$ cat config.mk
export PLATFORM = sky130hd
export DESIGN_NAME = emcs_sequencer
export DESIGN_NICKNAME = d
export VERILOG_FILES = /design/src/rtl/emcs_pkg.sv /design/src/rtl/emcs_buf2.sv /design/src/rtl/emcs_sequencer.sv
export SDC_FILE = /design/constraint.sdc
export NUM_CORES = 1
export LEC_CHECK = 0
export BUFFER_PORTS_ARGS = -buffer_cell sky130_fd_sc_hd__buf_4
export CORE_UTILIZATION = 30
export CTS_CLUSTER_SIZE = 14
export DETAILED_ROUTE_END_ITERATION = 10
export HOLD_SLACK_MARGIN = 0.12
export PLACE_DENSITY = 0.49
export SETUP_SLACK_MARGIN = 0.5
export SYNTH_ARGS = -nofsm -noshare
export SYNTH_HDL_FRONTEND = slang
export SYNTH_SLANG_ARGS = --single-unit
$ cat constraint.sdc
create_clock -name core_clk_i -period 4 [get_ports core_clk_i]
set_clock_uncertainty 0.05 [all_clocks]
set_input_delay 0.4 -clock core_clk_i [delete_from_list [all_inputs] [get_ports core_clk_i]]
set_output_delay 0.4 -clock core_clk_i [all_outputs]
set_load 0.02 [all_outputs]
$ cat src/rtl/emcs_pkg.sv
// Shared types and constants for the external memory cycle sequencer.
package emcs_pkg;

  // Core clock: one period is one half clock unit of the bus.
  localparam int CLK_PERIOD_NS = 10;
  localparam int HALF_CLOCK_UNIT_NS = 10;
  localparam int HALF_CLOCK_UNIT_CYC =
    (HALF_CLOCK_UNIT_NS + CLK_PERIOD_NS - 1) / CLK_PERIOD_NS;
  localparam int PROC_CLOCK_PERIOD_NS = 2 * HALF_CLOCK_UNIT_NS;
  // Multiplier between the input clock and the processor clock output.
  localparam int PLL_MULTIPLIER = 5;
  localparam int INPUT_CLOCK_PERIOD_NS = PROC_CLOCK_PERIOD_NS * PLL_MULTIPLIER;

  // Bus and configuration geometry.
  localparam int ADDR_W = 30;
  localparam int DATA_W = 32;
  localparam int LEN_W = 3;
  localparam int NUM_PHASES = 6;
  localparam int NUM_BUILTIN = 13;
  localparam int SEL_W = 4;
  localparam logic [LEN_W-1:0] LEN_MIN = 3'h1;
  localparam logic [LEN_W-1:0] LEN_MAX = 3'h4;
  localparam logic [1:0] STRAP_CAPTURE = 2'h2;
  localparam logic [1:0] STRAP_DONE = 2'h3;

  // Phase lengths in half clock units; element 0 is the first phase.
  typedef logic [NUM_PHASES-1:0][LEN_W-1:0] emcs_lens_t;
  localparam emcs_lens_t RESET_LENS = {NUM_PHASES{LEN_MAX}};

  typedef enum logic [2:0] {
    PH_IDLE, PH_T1, PH_T2, PH_T3, PH_T4, PH_T5, PH_T6, PH_PAD
  } emcs_phase_t;

  // One external cycle request from the core.
  typedef struct packed {
    logic [ADDR_W-1:0] addr;
    logic [DATA_W-1:0] wdata;
    logic [3:0] byte_en;
    logic write;
    logic refresh;
  } emcs_req_t;

  // Internal access shown on the bus while no external cycle runs.
  typedef struct packed {
    logic valid;
    logic [ADDR_W-1:0] addr;
    logic write;
  } emcs_int_t;

  // Everything the block drives onto its pins.
  typedef struct packed {
    logic [ADDR_W-1:0] ad;
    logic ad_oe;
    logic wf;
    logic wf_oe;
    logic rf;
    logic rf_oe;
    logic rd_n;
    logic av_n;
    logic [3:0] wr_n;
    logic pclk;
  } emcs_pins_t;

  localparam emcs_pins_t PINS_RESET = '{
    ad: '0, ad_oe: 1'b0, wf: 1'b1, wf_oe: 1'b0, rf: 1'b1, rf_oe: 1'b0,
    rd_n: 1'b1, av_n: 1'b1, wr_n: 4'hf, pclk: 1'b0};

endpackage

$ cat src/rtl/emcs_buf2.sv
// Two-entry buffer with registered outputs for read data.
`timescale 1ns/100ps
`default_nettype none

module emcs_buf2 (
  input wire logic core_clk_i,
  input wire logic rst_n_i,
  input wire logic in_valid_i,
  output logic in_ready_o,
  input wire logic [emcs_pkg::DATA_W-1:0] in_data_i,
  output logic out_valid_o,
  input wire logic out_ready_i,
  output logic [emcs_pkg::DATA_W-1:0] out_data_o
);

  typedef struct packed {
    logic hv;
    logic [emcs_pkg::DATA_W-1:0] hd;
    logic tv;
    logic [emcs_pkg::DATA_W-1:0] td;
    logic rdy;
  } emcs_buf_state_t;

  emcs_buf_state_t s_r;
  emcs_buf_state_t s_nxt;

  // The head always sits in a register, so the receiver sees flop outputs;
  // the tail only fills while the receiver stalls.
  always_comb
  begin
    s_nxt = s_r;
    if (s_r.hv && out_ready_i)
    begin
      s_nxt.hv = s_r.tv;
      s_nxt.hd = s_r.td;
      s_nxt.tv = 1'b0;
    end
    if (in_valid_i && s_r.rdy)
    begin
      if (!s_nxt.hv)
      begin
        s_nxt.hv = 1'b1;
        s_nxt.hd = in_data_i;
      end
      else
      begin
        s_nxt.tv = 1'b1;
        s_nxt.td = in_data_i;
      end
    end
    s_nxt.rdy = !s_nxt.tv;
  end

  // State register.
  always_ff @(posedge core_clk_i or negedge rst_n_i)
  begin
    if (!rst_n_i)
      s_r <= '{hv: 1'b0, hd: '0, tv: 1'b0, td: '0, rdy: 1'b1};
    else
      s_r <= s_nxt;
  end

  assign in_ready_o = s_r.rdy;
  assign out_valid_o = s_r.hv;
  assign out_data_o = s_r.hd;

endmodule

`default_nettype wire

$ cat src/rtl/emcs_sequencer.sv
// External memory cycle sequencer: phases, strobes and bus multiplexing.
// Notes on behaviour
// - Processor clock period is input clock period divided by the multiplier.
// - Timing unit is half a processor clock period; phases count in it.
// - Every strobe edge lands on a processor clock output edge.
// - Each external cycle runs six phases in fixed order.
// - Each phase lasts one to four half clock units.
// - After reset all phases last four units.
// - Wait requests stretch phase four without limit at its end.
// - Cycles are an even unit count; phase one starts on rising clock.
// - Odd totals, wait units included, get one padding unit after phase six.
// - A strap selects one of 13 built-in timings or a user timing.
// - Internal accesses show address and direction; refresh flag high.
// - Refresh or memory request cycles override the internal display.
// - Only upper 30 address bits are driven, in phases one and two.
// - Reads select bytes internally; writes use four byte strobes.
// - Data bus is address pins plus refresh and write flag pins.
// - Write data driven from phase three through six and padding.
// - Write flag low for writes in phases one, two; then data bit 0.
// - Refresh flag low for refresh in phases one, two; then bit 1.
// - Read strobe low in phases four and five; data sampled at its rise; the word pushed there is the bus value taken two units earlier.
// - Address valid strobe low from phase two through phase five.
`timescale 1ns/100ps
`default_nettype none

module emcs_sequencer (
  input wire logic core_clk_i,
  input wire logic rst_n_i,
  input wire logic [emcs_pkg::SEL_W-1:0] cfg_sel_i,
  input wire emcs_pkg::emcs_lens_t cfg_user_i,
  input wire logic req_valid_i,
  output logic req_ready_o,
  input wire emcs_pkg::emcs_req_t req_i,
  input wire emcs_pkg::emcs_int_t int_i,
  output logic rd_valid_o,
  input wire logic rd_ready_i,
  output logic [emcs_pkg::DATA_W-1:0] rd_data_o,
  input wire logic wait_i,
  input wire logic [emcs_pkg::ADDR_W-1:0] mux_addr_data_bus_i,
  output logic [emcs_pkg::ADDR_W-1:0] mux_addr_data_bus_o,
  output logic mux_addr_data_bus_oe_o,
  input wire logic write_flag_data0_i,
  output logic write_flag_data0_o,
  output logic write_flag_data0_oe_o,
  input wire logic refresh_flag_data1_i,
  output logic refresh_flag_data1_o,
  output logic refresh_flag_data1_oe_o,
  output logic read_strobe_n_o,
  output logic address_valid_strobe_n_o,
  output logic [3:0] byte_write_strobes_n_o,
  output logic processor_clock_output_o
);

  typedef struct packed {
    emcs_pkg::emcs_phase_t phase;
    logic [emcs_pkg::LEN_W-1:0] cnt;
    emcs_pkg::emcs_lens_t lens;
    emcs_pkg::emcs_lens_t pend_lens;
    logic pend_valid;
    logic [1:0] strap_cnt;
    logic [emcs_pkg::SEL_W-1:0] sel_s1;
    logic [emcs_pkg::SEL_W-1:0] sel_s2;
    logic wait_s1;
    logic wait_s2;
    logic [emcs_pkg::DATA_W-1:0] din_s1;
    logic [emcs_pkg::DATA_W-1:0] din_s2;
    emcs_pkg::emcs_req_t req;
    logic rdy;
    emcs_pkg::emcs_pins_t pins;
  } emcs_state_t;

  emcs_state_t s_r;
  emcs_state_t s_nxt;
  logic push;
  logic buf_ready;

  // Builds one timing set from six phase lengths, first phase first.
  function automatic emcs_pkg::emcs_lens_t mk_lens(
    input logic [emcs_pkg::LEN_W-1:0] t1, t2, t3, t4, t5, t6);
    mk_lens = {t6, t5, t4, t3, t2, t1};
  endfunction

  // Built-in timings chosen by the strap; codes above 12 take the user set.
  function automatic emcs_pkg::emcs_lens_t builtin_lens(
    input logic [emcs_pkg::SEL_W-1:0] sel, input emcs_pkg::emcs_lens_t user);
    unique case (sel)
      4'h0: builtin_lens = mk_lens(3'h1, 3'h1, 3'h1, 3'h1, 3'h1, 3'h1);
      4'h1: builtin_lens = mk_lens(3'h1, 3'h1, 3'h1, 3'h2, 3'h1, 3'h1);
      4'h2: builtin_lens = mk_lens(3'h1, 3'h1, 3'h2, 3'h2, 3'h1, 3'h1);
      4'h3: builtin_lens = mk_lens(3'h1, 3'h2, 3'h1, 3'h2, 3'h2, 3'h1);
      4'h4: builtin_lens = mk_lens(3'h2, 3'h1, 3'h2, 3'h2, 3'h1, 3'h2);
      4'h5: builtin_lens = mk_lens(3'h1, 3'h2, 3'h2, 3'h3, 3'h2, 3'h1);
      4'h6: builtin_lens = mk_lens(3'h2, 3'h2, 3'h2, 3'h2, 3'h2, 3'h2);
      4'h7: builtin_lens = mk_lens(3'h2, 3'h2, 3'h2, 3'h3, 3'h2, 3'h2);
      4'h8: builtin_lens = mk_lens(3'h2, 3'h2, 3'h3, 3'h3, 3'h2, 3'h3);
      4'h9: builtin_lens = mk_lens(3'h3, 3'h3, 3'h3, 3'h3, 3'h3, 3'h3);
      4'ha: builtin_lens = mk_lens(3'h3, 3'h3, 3'h3, 3'h4, 3'h3, 3'h3);
      4'hb: builtin_lens = mk_lens(3'h4, 3'h4, 3'h4, 3'h4, 3'h4, 3'h3);
      4'hc: builtin_lens = mk_lens(3'h4, 3'h4, 3'h4, 3'h4, 3'h4, 3'h4);
      default: builtin_lens = user;
    endcase
  endfunction

  // Read data leave through a two-entry buffer so a stalled core loses none.
  emcs_buf2 u_rd_buf (
    .core_clk_i(core_clk_i), .rst_n_i(rst_n_i), .in_valid_i(push),
    .in_ready_o(buf_ready), .in_data_i(s_r.din_s2),
    .out_valid_o(rd_valid_o), .out_ready_i(rd_ready_i),
    .out_data_o(rd_data_o));

  // Next state: synchronisers, strap, phase sequence, then the pins.
  always_comb
  begin
    s_nxt = s_r;
    push = 1'b0;
    s_nxt.sel_s1 = cfg_sel_i;
    s_nxt.sel_s2 = s_r.sel_s1;
    s_nxt.wait_s1 = wait_i;
    s_nxt.wait_s2 = s_r.wait_s1;
    s_nxt.din_s1 = {mux_addr_data_bus_i, refresh_flag_data1_i,
                    write_flag_data0_i};
    s_nxt.din_s2 = s_r.din_s1;
    // The processor clock toggles every unit, so every unit edge is
    // a clock edge and every strobe edge falls on one.
    s_nxt.pins.pclk = !s_r.pins.pclk;
    // The strap is read once it has crossed both flops; the reset timing
    // stays in force until the first cycle boundary after that.
    if (s_r.strap_cnt != emcs_pkg::STRAP_DONE)
      s_nxt.strap_cnt = s_r.strap_cnt + 2'h1;
    if (s_r.strap_cnt == emcs_pkg::STRAP_CAPTURE)
    begin
      s_nxt.pend_lens = builtin_lens(s_r.sel_s2, cfg_user_i);
      s_nxt.pend_valid = 1'b1;
    end
    if (s_r.cnt > emcs_pkg::LEN_MIN)
      s_nxt.cnt = s_r.cnt - 3'h1;
    else
    begin
      unique case (s_r.phase)
        emcs_pkg::PH_IDLE:
        begin
          if (s_r.pend_valid)
          begin
            s_nxt.lens = s_r.pend_lens;
            s_nxt.pend_valid = 1'b0;
          end
          if (req_valid_i && s_r.rdy)
          begin
            s_nxt.req = req_i;
            s_nxt.phase = emcs_pkg::PH_T1;
            s_nxt.cnt = s_nxt.lens[0];
          end
        end
        emcs_pkg::PH_T1, emcs_pkg::PH_T2, emcs_pkg::PH_T3:
        begin
          // Phase codes count up, so the code indexes the next length.
          s_nxt.phase = emcs_pkg::emcs_phase_t'(s_r.phase + 3'h1);
          s_nxt.cnt = s_r.lens[s_r.phase];
        end
        emcs_pkg::PH_T4:
        begin
          // Waits are judged in the last unit, so each adds one unit.
          if (!s_r.wait_s2)
          begin
            s_nxt.phase = emcs_pkg::PH_T5;
            s_nxt.cnt = s_r.lens[4];
          end
        end
        emcs_pkg::PH_T5:
        begin
          push = !s_r.req.write && !s_r.req.refresh;
          s_nxt.phase = emcs_pkg::PH_T6;
          s_nxt.cnt = s_r.lens[5];
        end
        emcs_pkg::PH_T6:
        begin
          s_nxt.phase = s_r.pins.pclk ? emcs_pkg::PH_PAD
                                      : emcs_pkg::PH_IDLE;
          s_nxt.cnt = emcs_pkg::LEN_MIN;
        end
        emcs_pkg::PH_PAD:
          s_nxt.phase = emcs_pkg::PH_IDLE;
      endcase
    end
    // Accept only while the clock is about to rise and read data have room.
    s_nxt.rdy = (s_nxt.phase == emcs_pkg::PH_IDLE) && !s_nxt.pins.pclk &&
                buf_ready && !push;
    // Pins follow the next phase so each changes on a unit edge.
    s_nxt.pins.rd_n = !(!s_nxt.req.write && !s_nxt.req.refresh &&
                        (s_nxt.phase == emcs_pkg::PH_T4 ||
                         s_nxt.phase == emcs_pkg::PH_T5));
    s_nxt.pins.av_n = !(s_nxt.phase inside {emcs_pkg::PH_T2, emcs_pkg::PH_T3,
                        emcs_pkg::PH_T4, emcs_pkg::PH_T5});
    s_nxt.pins.wr_n = ~(s_nxt.req.byte_en &
                        {4{s_nxt.req.write &&
                           (s_nxt.phase == emcs_pkg::PH_T4 ||
                            s_nxt.phase == emcs_pkg::PH_T5)}});
    unique case (s_nxt.phase)
      emcs_pkg::PH_IDLE:
      begin
        // Internal access display; strobes are already inactive here.
        s_nxt.pins.ad = int_i.addr;
        s_nxt.pins.wf = !int_i.write;
        s_nxt.pins.rf = 1'b1;
        s_nxt.pins.ad_oe = int_i.valid;
        s_nxt.pins.wf_oe = int_i.valid;
        s_nxt.pins.rf_oe = int_i.valid;
      end
      emcs_pkg::PH_T1, emcs_pkg::PH_T2:
      begin
        // A refresh or request cycle replaces the internal display.
        s_nxt.pins.ad = s_nxt.req.addr;
        s_nxt.pins.wf = !s_nxt.req.write;
        s_nxt.pins.rf = !s_nxt.req.refresh;
        s_nxt.pins.ad_oe = 1'b1;
        s_nxt.pins.wf_oe = 1'b1;
        s_nxt.pins.rf_oe = 1'b1;
      end
      default:
      begin
        // Reads release the bus from phase three; the memory owns it then.
        s_nxt.pins.ad = s_nxt.req.wdata[emcs_pkg::DATA_W-1:2];
        s_nxt.pins.rf = s_nxt.req.wdata[1];
        s_nxt.pins.wf = s_nxt.req.wdata[0];
        s_nxt.pins.ad_oe = s_nxt.req.write;
        s_nxt.pins.wf_oe = s_nxt.req.write;
        s_nxt.pins.rf_oe = s_nxt.req.write;
      end
    endcase
  end

  // State register; reset timing is the slowest set for slow boot memory.
  always_ff @(posedge core_clk_i or negedge rst_n_i)
  begin
    if (!rst_n_i)
      s_r <= '{phase: emcs_pkg::PH_IDLE, cnt: emcs_pkg::LEN_MIN,
               lens: emcs_pkg::RESET_LENS, pend_lens: emcs_pkg::RESET_LENS,
               pend_valid: 1'b0, strap_cnt: 2'h0, sel_s1: '0, sel_s2: '0,
               wait_s1: 1'b0, wait_s2: 1'b0, din_s1: '0, din_s2: '0,
               req: '0, rdy: 1'b0, pins: emcs_pkg::PINS_RESET};
    else
      s_r <= s_nxt;
  end
  assign req_ready_o = s_r.rdy;
  assign mux_addr_data_bus_o = s_r.pins.ad;
  assign mux_addr_data_bus_oe_o = s_r.pins.ad_oe;
  assign write_flag_data0_o = s_r.pins.wf;
  assign write_flag_data0_oe_o = s_r.pins.wf_oe;
  assign refresh_flag_data1_o = s_r.pins.rf;
  assign refresh_flag_data1_oe_o = s_r.pins.rf_oe;
  assign read_strobe_n_o = s_r.pins.rd_n;
  assign address_valid_strobe_n_o = s_r.pins.av_n;
  assign byte_write_strobes_n_o = s_r.pins.wr_n;
  assign processor_clock_output_o = s_r.pins.pclk;
  // Helper: units spent in the current external cycle, for the parity check.
  // Wrapping at 256 keeps the parity, so long wait runs do no harm.
  logic [7:0] units_r;
  always_ff @(posedge core_clk_i or negedge rst_n_i)
  begin
    if (!rst_n_i)
      units_r <= 8'h00;
    else
      units_r <= (s_r.phase == emcs_pkg::PH_IDLE) ? 8'h00 : units_r + 8'h01;
  end
endmodule

`default_nettype wire

==> run summary <==
Top cells by area, synth = dfrtp_1 (54%), mux2_2 (7.3%), mux2i_1 (6.0%), dfstp_2 (4.6%), buf_4 (4.5%)
DIE WIDTH = 207 µm
M1 GR Usage = 18.6%
Share of Yosys cell area claimed by the top area cell type = 54.4%
Clk root buf = clkbuf_16
Fin crit period = 3.09 ns
Total gr overflow = 0
Global routing usage on met3 = 3.81%
First-pass GRT wire length = 47.6 mm
Core area = 41100 µm²
Area of the mapped netlist = 12600 µm²
Final setup fails = 0
Max Cap Viol = 0
Setup tns final = 0 ns
Internal power = 8080 µW
Total iterations of the first detailed-routing run = 8
DRC violations left = 14
CP Capture Type = flop
Total power = 12500 µW
Fin. Hold Viols = 0
R2r startpoint = s_r[229]
Share of power burned in registers = 35.5%
RR Endpoint = mux_addr_data_bus_o[12]
# Post-CTS Setup Buffers = 0
Die Ht = 207 µm
Worst hold slack = 0.178 ns
Avg Cell Area, Syn = 12.5 µm²
Share of layout cells above drive strength 1 = 35.0%
Sw frac = 35.3%
Post-Syn Instances = 1006
Async SR Flop Fraction = 100%
H-Tree Depth = 2
CP max FO = 33
Worst r2r path cells = 8
Number of port buffers = 234
Sequential fraction of the synthesis area = 59.0%
Clk buf depth = 3
CP startpoint kind = flop
Clk slew on worst S/H paths = 0.06 ns
Avg WL per Cell = 16.7 µm
Worst-Margin Slew = 1.03 ns
Final worst-path cycle share = 77.4%
Outcome = finished, violations left
Hold WC Path Type = input port to flop
Number of nets in the layout = 1453
Vias per cell = 4.46
WS Path Type = flop to flop
Syn Nets = 1174
Yosys Warn Count = 0
Largest area contributor in the netlist = dfrtp_1
Area growth, synth to finish = 33.9%
Synth Register Bits = 295
RSZ-0062 raised after global routing = no
Main synth FF type = dfrtp_1
Hold_sp = req_i[1]
# rows = 74
Initial Utilization = 30.6%
CTS Buf Count = 37
NetSw = 4400 µW
Max-slew headroom = 30.9%
Post-DP HPWL = 19.6 mm
Leak = 0.00836 µW
Hold Path Cell Cnt = 3
R2R Setup Slk = 0.91 ns
I/O pin cnt = 235
Initial DRC Count = 394
Slew Limit Fails = 0
Critical Path AT = 3.43 ns
DRT antenna net count = 0
Clock power frac = 27.3%
GP Congestion = 0.788
Via count = 8226
GRT met2 Usage = 22.7%
Fillers = 3975
Worst Setup SP = s_r[229]
Gate power share = 37.2%
TritonCTS Sinks = 295
CTS tree = yes
Initial antenna violation count = 1
GRT Total Usage = 14.4%
Peak supply drop = 744 µV
Worst endpoint required time = 4.33 ns
Synth cell types = 59
Worst-Skew Late Latency = 0.55 ns
Die ar. = 42700 µm²
EDFF count, synth = 0
Cts repair resizes = 0
Fin util = 40.9%
Pin count of the biggest net entering global routing = 107
Vias in the first global route = 8585
Routed WL = 30.7 mm
Pwr Density = 742 nW/µm²
Failing checks = design-rule violations
Top Usage Layer GRT = met2
CP Capture Point = mux_addr_data_bus_o[12]
Max frequency = 0.323 GHz
[synth_stat cells (all sizes together) (2+ instances only)]
cell type  count
dfrtp        273
buf           97
mux2          81
inv           80
mux2i         75
a21oi         60
nor2          58
nand2         40
a211oi        32
nor2b         32
a221oi        31
o21ai         28
clkbuf        25
dfstp         22
ha             9
nand2b         4
nand3          4
o21a           4
a221o          3
a22o           3
mux4           3
nand4          3
nor3           3
nor4           3
o211ai         3
xnor2          3
a211o          2
a21boi         2
a21o           2
a32oi          2
and2           2
[routing by layer]
layer | routed length [µm] | part of all wire (%)
met3 | 1870 | 6.1
met4 | 875 | 2.8
met1 | 13400 | 44
met5 | 0 | 0
met2 | 14600 | 47
[stage by stage]
stage | worst slack (ns) | std cells | instance area [µm²]
after CTS | 0.937 | 1844 | 16800
final | 0.906 | 1845 | 16800
after floorplan | 1.56 | 1006 | 12600
after detailed placement | 0.924 | 1663 | 14400
after global routing | 0.617 | 1845 | 16800
after global placement | 0.973 | 1663 | 14400
[cell usage in the layout (no fill, tap or decap), drive strengths merged, types with 4 or more instances in the layout]
master,n
clkinv,6
nand2,40
o21ai,28
ha,9
inv,82
a221oi,31
nor2,58
mux2,81
a211oi,32
buf,247
nand2b,4
dlygate4sd3,115
dfstp,22
dfrtp,273
nor2b,32
nand3,4
o21a,4
mux2i,75
clkbuf,52
a21oi,60
[logic make-up after synthesis]
group / Yosys count / share of synthesized area, %
xor gates and xnor gates: 4 / 0.279
AOI/OAI and AO/OA: 184 / 11.4
and+or+nand+nor: 153 / 5.92
adders and majority gates: 9 / 0.897
muxes: 159 / 13.8
buffers and inverters: 202 / 8.77
DFF: 295 / 59.0
[cell type report]
class / instances / area [µm²] / share of cell area [%]
Sequential cell: 295 / 7410 / 44.1
Multi-Input combinational cell: 509 / 4090 / 24.3
Timing Repair Buffer: 362 / 3100 / 18.4
Clock buffer: 52 / 1060 / 6.32
Tap cell: 532 / 666 / 3.96
Inverter: 80 / 300 / 1.79
Clock inverter: 14 / 190 / 1.13
Antenna cell: 1 / 2.50 / 0.0149
[critical path, cell delays in order, from the launching register on]
cell and delay, ns:
dfrtp_1 0.72, inv_2 0.17, ha_1 0.32, nor4_2 0.37
a211o_1 0.26, o21ai_2 0.13, nand2_4 0.17, a21o_4 0.55
a221oi_1 0.19
[power groups by stage]
stage / sequential (µW) / combinational [µW] / clock, µW
4_1_cts: 4440 / 4700 / 3530
6_report: 4430 / 4650 / 3410
3_5_place_dp: 4480 / 4600 / 0
2_1_floorplan: 4310 / 3730 / 0
3_3_place_gp: 4470 / 4540 / 0
5_1_grt: 4550 / 5090 / 3670
[how the worst min path moves through the flow]
stage | slack [ns] | to
after floorplan | 0.05 | mux_addr_data_bus_o[0]
after global placement | 0.28 | s_r[180]
after detailed placement | 0.28 | s_r[135]
after CTS | 0.14 | s_r[44]
after global routing | 0.17 | s_r[44]
final | 0.18 | s_r[44]
[timing repair]
action                     CTS  global route
setup endpoints to repair    0             0
hold endpoints to repair   215             0
hold buffers               115             0
[state kept, by name, summed over array words and instances, names as in the netlist]
name	flops
address_valid_strobe_n_o	1
byte_write_strobes_n_o	4
mux_addr_data_bus_o	30
mux_addr_data_bus_oe_o	1
processor_clock_output_o	1
read_strobe_n_o	1
refresh_flag_data1_o	1
req_ready_o	1
s_nxt	37
s_r	150
u_rd_buf.in_ready_o	1
u_rd_buf.out_data_o	32
u_rd_buf.out_valid_o	1
u_rd_buf.s_r	33
write_flag_data0_o	1
No activity file was read; power rests on OpenSTA's default activity.
